$ cat src/charger_cfg_defines.vh
// constants for the solar-tracking / thermal configuration register bank
// assumes byte address = 4 * register index on the register bus
`ifndef CHARGER_CFG_DEFINES_VH
`define CHARGER_CFG_DEFINES_VH

// ----------------------------------------
// register indexes and byte addresses
// ----------------------------------------
`define IDX_SOLAR_TRACKING 8'h15
`define IDX_THERMAL_LIMIT 8'h16
`define IDX_TEMP_DERATING 8'h17
`define ADDR_SOLAR_TRACKING (`IDX_SOLAR_TRACKING * 4)
`define ADDR_THERMAL_LIMIT (`IDX_THERMAL_LIMIT * 4)
`define ADDR_TEMP_DERATING (`IDX_TEMP_DERATING * 4)

// ----------------------------------------
// reset values
// ----------------------------------------
`define RST_SOLAR_TRACKING 8'hAA
`define RST_THERMAL_LIMIT 8'hC0
`define RST_TEMP_DERATING 8'h7A

// ----------------------------------------
// field positions
// ----------------------------------------
`define F_RATIO_MSB 7
`define F_RATIO_LSB 5
`define F_SETTLE_MSB 4
`define F_SETTLE_LSB 3
`define F_INTERVAL_MSB 2
`define F_INTERVAL_LSB 1
`define F_TRACK_EN 0
`define F_TREG_MSB 7
`define F_TREG_LSB 6
`define F_TSHUT_MSB 5
`define F_TSHUT_LSB 4
`define F_BUS_PD 3
`define F_ADP1_PD 2
`define F_ADP2_PD 1
`define F_BKUP_REQ 0
`define F_WARM_V_MSB 7
`define F_WARM_V_LSB 5
`define F_WARM_I_MSB 4
`define F_WARM_I_LSB 3
`define F_COOL_I_MSB 2
`define F_COOL_I_LSB 1
// bits of the thermal register that a watchdog expiry restores
`define WDOG_MASK_THERMAL 8'hF0
// writable bits of the derating register
`define WMASK_TEMP_DERATING 8'hFE

// ----------------------------------------
// timing
// ----------------------------------------
`define CLK_PERIOD_NS 4
`define MS_IN_NS 1000000
`define CYCLES_PER_MS (`MS_IN_NS / `CLK_PERIOD_NS)
`define SETTLE_MS_0 21'h00032
`define SETTLE_MS_1 21'h0012C
`define SETTLE_MS_2 21'h007D0
`define SETTLE_MS_3 21'h01388
`define INTERVAL_MS_0 21'h07530
`define INTERVAL_MS_1 21'h1D4C0
`define INTERVAL_MS_2 21'h927C0
`define INTERVAL_MS_3 21'h1B7740

// ----------------------------------------
// bus answers
// ----------------------------------------
`define RESP_OKAY 2'h0
`define RESP_SLVERR 2'h2

`endif

$ cat src/charger_mppt_thermal_cfg_regs.v
// solar-tracking, thermal-limit and temperature-derating register bank
// assumes an axi4-lite master and charger logic on the same clock
//
// The AXI4-Lite slave port was decided locally.
`timescale 1ns/1ns
`include "charger_cfg_defines.vh"

module charger_mppt_thermal_cfg_regs
#(
   parameter ADDR_W = 8,
   parameter VOC_W = 16,
   parameter CYCLES_PER_MS = `CYCLES_PER_MS
)
(
   // clock, reset, enable
   input wire clk,
   input wire reset_n,
   input wire ce,
   // axi4-lite write address
   input wire [ADDR_W-1:0] awaddr,
   input wire awvalid,
   output reg awready_q,
   // axi4-lite write data
   input wire [31:0] wdata,
   input wire [3:0] wstrb,
   input wire wvalid,
   output reg wready_q,
   // axi4-lite write response
   output reg [1:0] bresp_q,
   output reg bvalid_q,
   input wire bready,
   // axi4-lite read address
   input wire [ADDR_W-1:0] araddr,
   input wire arvalid,
   output reg arready_q,
   // axi4-lite read data
   output reg [31:0] rdata_q,
   output reg [1:0] rresp_q,
   output reg rvalid_q,
   input wire rready,
   // charger events
   input wire regReset,
   input wire watchdogExpiry,
   input wire backupMode,
   // open-circuit measurement
   input wire vocDone,
   input wire [VOC_W-1:0] vocValue,
   output reg switchStop_q,
   output reg vocSampleReq_q,
   output reg [VOC_W-1:0] inputVoltageTarget_q,
   // configuration outputs
   output reg solarTrackingEnable_q,
   output reg [1:0] thermalRegulationLimit_q,
   output reg [1:0] thermalShutdownLimit_q,
   output reg inputBusPulldownEnable_q,
   output reg adapter1PulldownEnable_q,
   output reg adapter2PulldownEnable_q,
   output reg backupEnableClear_q,
   output reg inputSwitchDriverDisableClear_q,
   output reg inputSwitch1DriverEnableSet_q,
   output reg [2:0] warmChargeVoltageSelect_q,
   output reg [1:0] warmChargeCurrentSelect_q,
   output reg [1:0] coolChargeCurrentSelect_q
);

   reg [7:0] solarTracking_q;
   reg [7:0] thermalLimit_q;
   reg [7:0] tempDerating_q;
   reg [ADDR_W-1:0] wAddr_q;
   reg [7:0] wByte_q;
   reg wByteEn_q;
   reg haveAddr_q;
   reg haveData_q;
   reg [7:0] rdByte;
   reg rdHit;
   wire doWrite;
   wire wrSolar;
   wire wrThermal;
   wire wrDerating;
   wire wrHit;
   wire seqStop;
   wire seqSample;

   // ----------------------------------------
   // address decode
   // ----------------------------------------
   function [1:0] decode;
      input [ADDR_W-1:0] addr;
      begin
         if (addr == `ADDR_SOLAR_TRACKING)
            decode = 2'h1;
         else if (addr == `ADDR_THERMAL_LIMIT)
            decode = 2'h2;
         else if (addr == `ADDR_TEMP_DERATING)
            decode = 2'h3;
         else
            decode = 2'h0;
      end
   endfunction

   // ratio codes 0..7 select (9 + code) / 16
   function [VOC_W-1:0] scaleVoc;
      input [VOC_W-1:0] voc;
      input [2:0] code;
      reg [VOC_W+4:0] prod;
      begin
         prod = {5'h00, voc} * {{VOC_W{1'b0}}, {2'h0, code} + 5'h09};
         scaleVoc = prod[VOC_W+3:4];
      end
   endfunction

   assign doWrite = haveAddr_q && haveData_q && !bvalid_q;
   assign wrHit = (decode(wAddr_q) != 2'h0);
   assign wrSolar = doWrite && wByteEn_q && (decode(wAddr_q) == 2'h1);
   assign wrThermal = doWrite && wByteEn_q && (decode(wAddr_q) == 2'h2);
   assign wrDerating = doWrite && wByteEn_q && (decode(wAddr_q) == 2'h3);

   // ----------------------------------------
   // write channel
   // ----------------------------------------
   always @(posedge clk or negedge reset_n)
   begin
      if (!reset_n)
      begin
         awready_q <= 1'b1;
         wready_q <= 1'b1;
         haveAddr_q <= 1'b0;
         haveData_q <= 1'b0;
         wAddr_q <= {ADDR_W{1'b0}};
         wByte_q <= 8'h00;
         wByteEn_q <= 1'b0;
         bvalid_q <= 1'b0;
         bresp_q <= `RESP_OKAY;
      end
      else if (ce)
      begin
         if (awvalid && awready_q)
         begin
            wAddr_q <= awaddr;
            haveAddr_q <= 1'b1;
            awready_q <= 1'b0;
         end
         if (wvalid && wready_q)
         begin
            wByte_q <= wdata[7:0];
            wByteEn_q <= wstrb[0];
            haveData_q <= 1'b1;
            wready_q <= 1'b0;
         end
         if (doWrite)
         begin
            bvalid_q <= 1'b1;
            bresp_q <= wrHit ? `RESP_OKAY : `RESP_SLVERR;
            haveAddr_q <= 1'b0;
            haveData_q <= 1'b0;
         end
         if (bvalid_q && bready)
         begin
            bvalid_q <= 1'b0;
            awready_q <= 1'b1;
            wready_q <= 1'b1;
         end
      end
   end

   // ----------------------------------------
   // read channel
   // ----------------------------------------
   always @*
   begin
      rdByte = 8'h00;
      rdHit = 1'b1;
      case (decode(araddr))
         2'h1: rdByte = solarTracking_q;
         2'h2: rdByte = thermalLimit_q;
         2'h3: rdByte = tempDerating_q & `WMASK_TEMP_DERATING;
         default: rdHit = 1'b0;
      endcase
   end

   always @(posedge clk or negedge reset_n)
   begin
      if (!reset_n)
      begin
         arready_q <= 1'b1;
         rvalid_q <= 1'b0;
         rdata_q <= 32'h00000000;
         rresp_q <= `RESP_OKAY;
      end
      else if (ce)
      begin
         if (arvalid && arready_q)
         begin
            arready_q <= 1'b0;
            rvalid_q <= 1'b1;
            rdata_q <= {24'h000000, rdByte};
            rresp_q <= rdHit ? `RESP_OKAY : `RESP_SLVERR;
         end
         if (rvalid_q && rready)
         begin
            rvalid_q <= 1'b0;
            arready_q <= 1'b1;
         end
      end
   end

   // ----------------------------------------
   // registers
   // ----------------------------------------
   always @(posedge clk or negedge reset_n)
   begin
      if (!reset_n)
      begin
         solarTracking_q <= `RST_SOLAR_TRACKING;
         thermalLimit_q <= `RST_THERMAL_LIMIT;
         tempDerating_q <= `RST_TEMP_DERATING;
         backupEnableClear_q <= 1'b0;
         inputSwitchDriverDisableClear_q <= 1'b0;
         inputSwitch1DriverEnableSet_q <= 1'b0;
      end
      else if (ce)
      begin
         backupEnableClear_q <= 1'b0;
         inputSwitchDriverDisableClear_q <= 1'b0;
         inputSwitch1DriverEnableSet_q <= 1'b0;
         if (regReset)
         begin
            solarTracking_q <= `RST_SOLAR_TRACKING;
            thermalLimit_q <= `RST_THERMAL_LIMIT;
            tempDerating_q <= `RST_TEMP_DERATING;
         end
         else
         begin
            if (wrSolar)
               solarTracking_q <= wByte_q;
            if (watchdogExpiry)
            begin
               // watchdog restores only the thermal limits and the derating fields
               thermalLimit_q <= (`RST_THERMAL_LIMIT & `WDOG_MASK_THERMAL)
                  | (thermalLimit_q & ~`WDOG_MASK_THERMAL);
               tempDerating_q <= `RST_TEMP_DERATING;
            end
            else
            begin
               if (wrThermal)
               begin
                  if (wByte_q[`F_BKUP_REQ] && backupMode)
                  begin
                     // request acts at once and the bit returns to idle
                     thermalLimit_q <= {wByte_q[7:1], 1'b0};
                     backupEnableClear_q <= 1'b1;
                     inputSwitchDriverDisableClear_q <= 1'b1;
                     inputSwitch1DriverEnableSet_q <= 1'b1;
                  end
                  else
                     thermalLimit_q <= wByte_q;
               end
               if (wrDerating)
                  tempDerating_q <= wByte_q & `WMASK_TEMP_DERATING;
            end
         end
      end
   end

   // ----------------------------------------
   // decoded configuration outputs
   // ----------------------------------------
   always @(posedge clk or negedge reset_n)
   begin
      if (!reset_n)
      begin
         solarTrackingEnable_q <= 1'b0;
         thermalRegulationLimit_q <= 2'h3;
         thermalShutdownLimit_q <= 2'h0;
         inputBusPulldownEnable_q <= 1'b0;
         adapter1PulldownEnable_q <= 1'b0;
         adapter2PulldownEnable_q <= 1'b0;
         warmChargeVoltageSelect_q <= 3'h3;
         warmChargeCurrentSelect_q <= 2'h3;
         coolChargeCurrentSelect_q <= 2'h1;
      end
      else if (ce)
      begin
         solarTrackingEnable_q <= solarTracking_q[`F_TRACK_EN];
         thermalRegulationLimit_q <= thermalLimit_q[`F_TREG_MSB:`F_TREG_LSB];
         thermalShutdownLimit_q <= thermalLimit_q[`F_TSHUT_MSB:`F_TSHUT_LSB];
         inputBusPulldownEnable_q <= thermalLimit_q[`F_BUS_PD];
         adapter1PulldownEnable_q <= thermalLimit_q[`F_ADP1_PD];
         adapter2PulldownEnable_q <= thermalLimit_q[`F_ADP2_PD];
         warmChargeVoltageSelect_q <= tempDerating_q[`F_WARM_V_MSB:`F_WARM_V_LSB];
         warmChargeCurrentSelect_q <= tempDerating_q[`F_WARM_I_MSB:`F_WARM_I_LSB];
         coolChargeCurrentSelect_q <= tempDerating_q[`F_COOL_I_MSB:`F_COOL_I_LSB];
      end
   end

   // ----------------------------------------
   // open-circuit tracking
   // ----------------------------------------
   solar_voc_sequencer
   #(
      .CYCLES_PER_MS(CYCLES_PER_MS)
   )
   sequencer
   (
      .clk(clk),
      .reset_n(reset_n),
      .ce(ce),
      .enable(solarTracking_q[`F_TRACK_EN]),
      .settleSel(solarTracking_q[`F_SETTLE_MSB:`F_SETTLE_LSB]),
      .intervalSel(solarTracking_q[`F_INTERVAL_MSB:`F_INTERVAL_LSB]),
      .measDone(vocDone),
      .switchStop_q(seqStop),
      .sampleReq_q(seqSample)
   );

   always @(posedge clk or negedge reset_n)
   begin
      if (!reset_n)
      begin
         switchStop_q <= 1'b0;
         vocSampleReq_q <= 1'b0;
         inputVoltageTarget_q <= {VOC_W{1'b0}};
      end
      else if (ce)
      begin
         switchStop_q <= seqStop;
         vocSampleReq_q <= seqSample;
         if (vocDone && seqStop)
            inputVoltageTarget_q <= scaleVoc(vocValue, solarTracking_q[`F_RATIO_MSB:`F_RATIO_LSB]);
      end
   end

endmodule

$ cat src/solar_voc_sequencer.v
// open-circuit measurement sequencer: interval timer, settle delay, sample strobe
// assumes measDone is a one-cycle pulse from converter logic on the same clock
`timescale 1ns/1ns
`include "charger_cfg_defines.vh"

module solar_voc_sequencer
#(
   parameter CYCLES_PER_MS = `CYCLES_PER_MS
)
(
   // clock and reset
   input wire clk,
   input wire reset_n,
   input wire ce,
   // settings
   input wire enable,
   input wire [1:0] settleSel,
   input wire [1:0] intervalSel,
   // converter side
   input wire measDone,
   output reg switchStop_q,
   output reg sampleReq_q
);

   localparam ST_WAIT = 2'h0;
   localparam ST_SETTLE = 2'h1;
   localparam ST_SAMPLE = 2'h2;

   reg [1:0] state_q;
   reg [31:0] tickCnt_q;
   reg [20:0] msCnt_q;
   wire msTick;

   // ----------------------------------------
   // table lookups
   // ----------------------------------------
   function [20:0] settleMs;
      input [1:0] sel;
      begin
         case (sel)
            2'h0: settleMs = `SETTLE_MS_0;
            2'h1: settleMs = `SETTLE_MS_1;
            2'h2: settleMs = `SETTLE_MS_2;
            default: settleMs = `SETTLE_MS_3;
         endcase
      end
   endfunction

   function [20:0] intervalMs;
      input [1:0] sel;
      begin
         case (sel)
            2'h0: intervalMs = `INTERVAL_MS_0;
            2'h1: intervalMs = `INTERVAL_MS_1;
            2'h2: intervalMs = `INTERVAL_MS_2;
            default: intervalMs = `INTERVAL_MS_3;
         endcase
      end
   endfunction

   assign msTick = (tickCnt_q == CYCLES_PER_MS - 1);

   // ----------------------------------------
   // millisecond prescaler and sequence
   // ----------------------------------------
   always @(posedge clk or negedge reset_n)
   begin
      if (!reset_n)
      begin
         state_q <= ST_WAIT;
         tickCnt_q <= 32'h0;
         msCnt_q <= 21'h0;
         switchStop_q <= 1'b0;
         sampleReq_q <= 1'b0;
      end
      else if (ce)
      begin
         sampleReq_q <= 1'b0;
         tickCnt_q <= msTick ? 32'h0 : tickCnt_q + 32'h1;
         if (!enable)
         begin
            // measuring runs only while tracking is enabled
            state_q <= ST_WAIT;
            msCnt_q <= 21'h0;
            switchStop_q <= 1'b0;
         end
         else
         begin
            case (state_q)
               ST_WAIT:
               begin
                  if (msTick)
                  begin
                     if (msCnt_q + 21'h1 >= intervalMs(intervalSel))
                     begin
                        // repeat at the selected interval
                        state_q <= ST_SETTLE;
                        msCnt_q <= 21'h0;
                        switchStop_q <= 1'b1;
                     end
                     else
                        msCnt_q <= msCnt_q + 21'h1;
                  end
               end
               ST_SETTLE:
               begin
                  if (msTick)
                  begin
                     if (msCnt_q + 21'h1 >= settleMs(settleSel))
                     begin
                        // settle delay elapsed before sampling
                        state_q <= ST_SAMPLE;
                        msCnt_q <= 21'h0;
                        sampleReq_q <= 1'b1;
                     end
                     else
                        msCnt_q <= msCnt_q + 21'h1;
                  end
               end
               ST_SAMPLE:
               begin
                  if (measDone)
                  begin
                     state_q <= ST_WAIT;
                     switchStop_q <= 1'b0;
                  end
               end
               default:
               begin
                  state_q <= ST_WAIT;
                  switchStop_q <= 1'b0;
               end
            endcase
         end
      end
   end

endmodule
$ cat config.mk
export PLATFORM = sky130hd
export DESIGN_NAME = charger_mppt_thermal_cfg_regs
export DESIGN_NICKNAME = d
export VERILOG_FILES = /design/src/charger_mppt_thermal_cfg_regs.v /design/src/solar_voc_sequencer.v
export VERILOG_INCLUDE_DIRS = /design/src
export SDC_FILE = /design/constraint.sdc
export NUM_CORES = 1
export LEC_CHECK = 0
export BUFFER_PORTS_ARGS = -buffer_cell sky130_fd_sc_hd__buf_2
export CAP_MARGIN = 25
export CORE_UTILIZATION = 50
export CTS_CLUSTER_DIAMETER = 30
export DETAILED_ROUTE_END_ITERATION = 12
export PLACE_DENSITY = 0.72
export SYNTH_ARGS = -nofsm -noshare
export SYNTH_HDL_FRONTEND = slang
export SYNTH_HIERARCHICAL = 1
export SYNTH_SLANG_ARGS = --single-unit
$ cat constraint.sdc
create_clock -name clk -period 5.3 [get_ports clk]
set_input_delay 1.06 -clock clk [delete_from_list [all_inputs] [get_ports clk]]
set_output_delay 1.06 -clock clk [all_outputs]
set_load 0.02 [all_outputs]
==> results.sh <==
export IMPL_synth_edf_count=0
export IMPL_synth_main_ff_cell="dfrtp_1"
export IMPL_worstSetupStartpointType="flop"
export IMPL_layout_cells_non_filler=1426
export IMPL_p_total_mw=4.85
export IMPL_synth_cell_types=91
export IMPL_critPathMaxStageDelay_ps=550
export IMPL_post_route_min_period_ps=4920
export IMPL_vias=7806
export IMPL_synthArstFlopShare=1.00
export IMPL_ctsLongestPathBuffers=2
export IMPL_drt_wl_total_um=22100
export IMPL_p_leak_nw=5.65
export IMPL_holdWs_ps=468
export IMPL_ff2ff_path_depth=15
export IMPL_hold_viol_final=0
export IMPL_synth_yosys_seq_area_share=0.362
export IMPL_ir_worst_vdd_mv=0.242
export IMPL_r2r_setup_slack_ps=380
export IMPL_synth_top_area_cell="dfrtp_1"
export IMPL_setup_viol=0
export IMPL_cts_tree="built"
export IMPL_gp_congestion=0.891
export IMPL_slew_headroom=0.346
export IMPL_cp_slowest_cell="fa_1"
export IMPL_ctsHoldBuffers=0
export IMPL_slew_viol_final=0
export IMPL_numCtsBuffers=17
export IMPL_route_detailed_drc=0
export IMPL_holdPathEnd="inputVoltageTarget_q[0]$_DFFE_PN0P_"
export IMPL_post_place_ws_ps=333
export IMPL_rr_endpoint="inputVoltageTarget_q[12]$_DFFE_PN0P_"
export IMPL_synth_top_area_frac=0.308
export IMPL_finClkSkew_ps=12.8
export IMPL_detail_route_antenna_nets=0
export IMPL_nNetsFinal=1320
export IMPL_swShare=0.398
export IMPL_power_switching_mw=1.93
export IMPL_yosys_top_cells_count="127 x dfrtp_1, 116 x nand2_1, 83 x inv_1, 60 x ha_1, 49 x and2_1"
export IMPL_clock_sinks=148
export IMPL_synthCells=1051
export IMPL_io_pins=157
export IMPL_path_clk_slew_ps=70
export IMPL_core_sq_um=20200
export IMPL_use_met1=0.289
export IMPL_synth_warnings=6
export IMPL_synthMostInstantiatedCell="dfrtp_1"
export IMPL_hold_start="inputVoltageTarget_q[0]$_DFFE_PN0P_"
export IMPL_routed_via_density=5.47
export IMPL_area_growth_pct=12.1
export IMPL_die_area_sq_um=21200
export IMPL_grt_pass1_vias=7685
export IMPL_row_count=52
export IMPL_synth_mux_area_fraction=0.0551
export IMPL_path_cells="buf_4, nand3_1, and2_1, fa_1, fa_1, inv_1, fa_1, inv_1, ha_1, and2_4, a221o_1, a21oi_4, a31oi_4, a31o_1, a221o_1"
export IMPL_max_freq_mhz=203
export IMPL_finalCritPeriodShare=0.928
export IMPL_p_seq_frac=0.298
export IMPL_synth_simple_gate_area_frac=0.192
export IMPL_track_usage=0.220
export IMPL_critPathMaxFanout=18
export IMPL_dr_pass1_iters=5
export IMPL_grt_max_degree=65
export IMPL_p_per_area_nw_per_um2=420
export IMPL_ctsResizeCount=0
export IMPL_worstMarginPinSlew_ps=974
export IMPL_post_cts_buffers=0
export IMPL_fin_util=0.571
export IMPL_root_buffer="clkbuf_16"
export IMPL_rsz0062_at_grt="no"
export IMPL_grt_ovfl_total=0
export IMPL_dp_cells=1391
export IMPL_tns_ps=0
export IMPL_setup_slack_ps=381
export IMPL_min_path_cells=2
export IMPL_syn_area_per_cell_sq_um=9.81
export IMPL_outcome="complete, no violations"
export IMPL_synth_xor_area_share=0.0442
export IMPL_antenna_found_initial=1
export IMPL_endpoint_kind="flop"
export IMPL_required_ps=5610
export IMPL_maxCapViolCount=0
export IMPL_fp_dieW_um=146
export IMPL_synth_adder_area_share=0.150
export IMPL_arrival_ps=5230
export IMPL_port_buffers=103
export IMPL_synth_compound_gate_area_share=0.130
export IMPL_h_tree_depth=4
export IMPL_clkLatencyLatePin_ps=440
export IMPL_globalRouteMet3Util=0.0361
export IMPL_floorplan_initialDensity=0.510
export IMPL_r2r_start="solarTracking_q[5]$_DFFE_PN1P_"
export IMPL_fin_area_sq_um=11600
export IMPL_dp_hpwl_um=16700
export IMPL_synth_seq_cells=148
export IMPL_yosys_top_cells_area="dfrtp_1 31%, fa_1 7.8%, ha_1 7.3%"
export IMPL_grt_first_pass_wirelength_um=37600
export IMPL_fillers=1808
export IMPL_drt_iter0_drc=437
export IMPL_post_dp_cell_area_sq_um=11000
export IMPL_min_path_type="flop to flop"
export IMPL_multi_input_area_sq_um=5990
export IMPL_power_frac_comb=0.448
export IMPL_die_h_um=146
export IMPL_met2_usage=0.374
export IMPL_grt_busiest_layer="met2"
export IMPL_wl_per_cell_um=15.5
export IMPL_worst_path_most_repeated_cell="fa_1"
export IMPL_layout_drive_gt1_share=0.208
export IMPL_syn_area_sq_um=10300
export IMPL_power_share_clock=0.254
export IMPL_synth_top_family_by_area="simple AND/OR/NAND/NOR gates"
export IMPL_regArea_sq_um=3730
export IMPL_internal_power_mw=2.92
export IMPL_crit_type="flop to flop"
==> power groups by stage <==
stage | clock [mW] | combinational [mW] | sequential, mW
after floorplan | 0 | 1.68 | 1.47
after global placement | 0 | 2.14 | 1.46
after detailed placement | 0 | 2.18 | 1.47
after CTS | 1.25 | 2.20 | 1.45
after global routing | 1.30 | 2.45 | 1.47
final | 1.23 | 2.17 | 1.45
==> cell usage in the layout (no fill, tap or decap), types with 4 or more instances in the layout <==
cell | Yosys | final
xnor2_1 | 33 | 33
nand2b_1 | 15 | 15
and2_1 | 49 | 49
inv_1 | 83 | 83
o21ai_0 | 43 | 43
a22o_1 | 27 | 27
clkbuf_16 | 0 | 17
nor4b_1 | 4 | 4
and3_1 | 14 | 14
inv_8 | 0 | 4
buf_2 | 7 | 102
nor2_1 | 47 | 47
inv_6 | 0 | 5
dfrtp_1 | 127 | 127
ha_1 | 60 | 60
a21o_1 | 14 | 14
nor2b_1 | 11 | 11
a21oi_1 | 12 | 12
o21a_1 | 6 | 6
o31ai_1 | 12 | 12
mux2_2 | 46 | 46
xor2_1 | 19 | 19
o211ai_1 | 7 | 7
nor4_1 | 10 | 10
nand3_1 | 26 | 26
nor3_1 | 26 | 26
nand2_1 | 116 | 116
dfstp_2 | 21 | 21
o21ai_1 | 11 | 11
conb_1 | 1 | 26
mux2i_1 | 5 | 5
nand4_1 | 20 | 20
buf_4 | 29 | 8
fa_1 | 40 | 40
==> worst max-delay path, delay by kind of cell (launching register included) <==
| family | cells | cell delay, ps |
|---|---|---|
| flops | 1 | 530 |
| fa+ha+maj | 4 | 1920 |
| simple gates | 3 | 750 |
| buf+inv | 3 | 310 |
| compound gates | 5 | 1280 |
==> worst max path at each step <==
| stage | slack (ps) | from | end |
|---|---|---|---|
| finish | 380 | solarTracking_q[5]$_DFFE_PN1P_ | inputVoltageTarget_q[12]$_DFFE_PN0P_ |
| global route | 130 | solarTracking_q[5]$_DFFE_PN1P_ | inputVoltageTarget_q[12]$_DFFE_PN0P_ |
| CTS | 370 | solarTracking_q[5]$_DFFE_PN1P_ | inputVoltageTarget_q[12]$_DFFE_PN0P_ |
| detailed placement | 330 | vocValue[4] | inputVoltageTarget_q[12]$_DFFE_PN0P_ |
| global placement | 360 | vocValue[4] | inputVoltageTarget_q[12]$_DFFE_PN0P_ |
| floorplan | 580 | solarTracking_q[5]$_DFFE_PN1P_ | inputVoltageTarget_q[12]$_DFFE_PN0P_ |
==> layer usage <==
| metal | share of wire | up-vias |
|---|---|---|
| met3 | 0.043 | 23 |
| met2 | 0.51 | 176 |
| li1 | - | 3778 |
| met1 | 0.44 | 3829 |
| met4 | 0.013 | 0 |
| met5 | 0 | - |
==> layout make-up <==
type / instances / share of cell area
clock inverter: 14 / 0.0136
sequential: 148 / 0.323
inverter: 83 / 0.0270
clock buffer: 18 / 0.0380
multi-input combinational: 779 / 0.518
timing repair buffer: 111 / 0.0504
antenna: 3 / 0.000650
tap: 270 / 0.0292
==> flip-flops by register name (all words and copies together), names as in the netlist, 2 cells and up <==
name and count:
thermalShutdownLimit_q 2, wAddr_q 8, rdata_q 8, coolChargeCurrentSelect_q 2, inputVoltageTarget_q 16, thermalLimit_q 8, sequencer/msCnt_q 21, solarTracking_q 8
thermalRegulationLimit_q 2, sequencer/tickCnt_q 32, sequencer/state_q 2, wByte_q 8, tempDerating_q 7, warmChargeVoltageSelect_q 3, warmChargeCurrentSelect_q 2
==> cell families after synthesis <==
logic type                 count (synthesis)
and+or+nand+nor                          371
AOI/OAI and AO/OA                        179
buffers and inverters                    149
DFF                                      148
adders and majority gates                100
xor gates and xnor gates                  52
muxes                                     51
other                                      1
(Power assumes the default switching activity.)
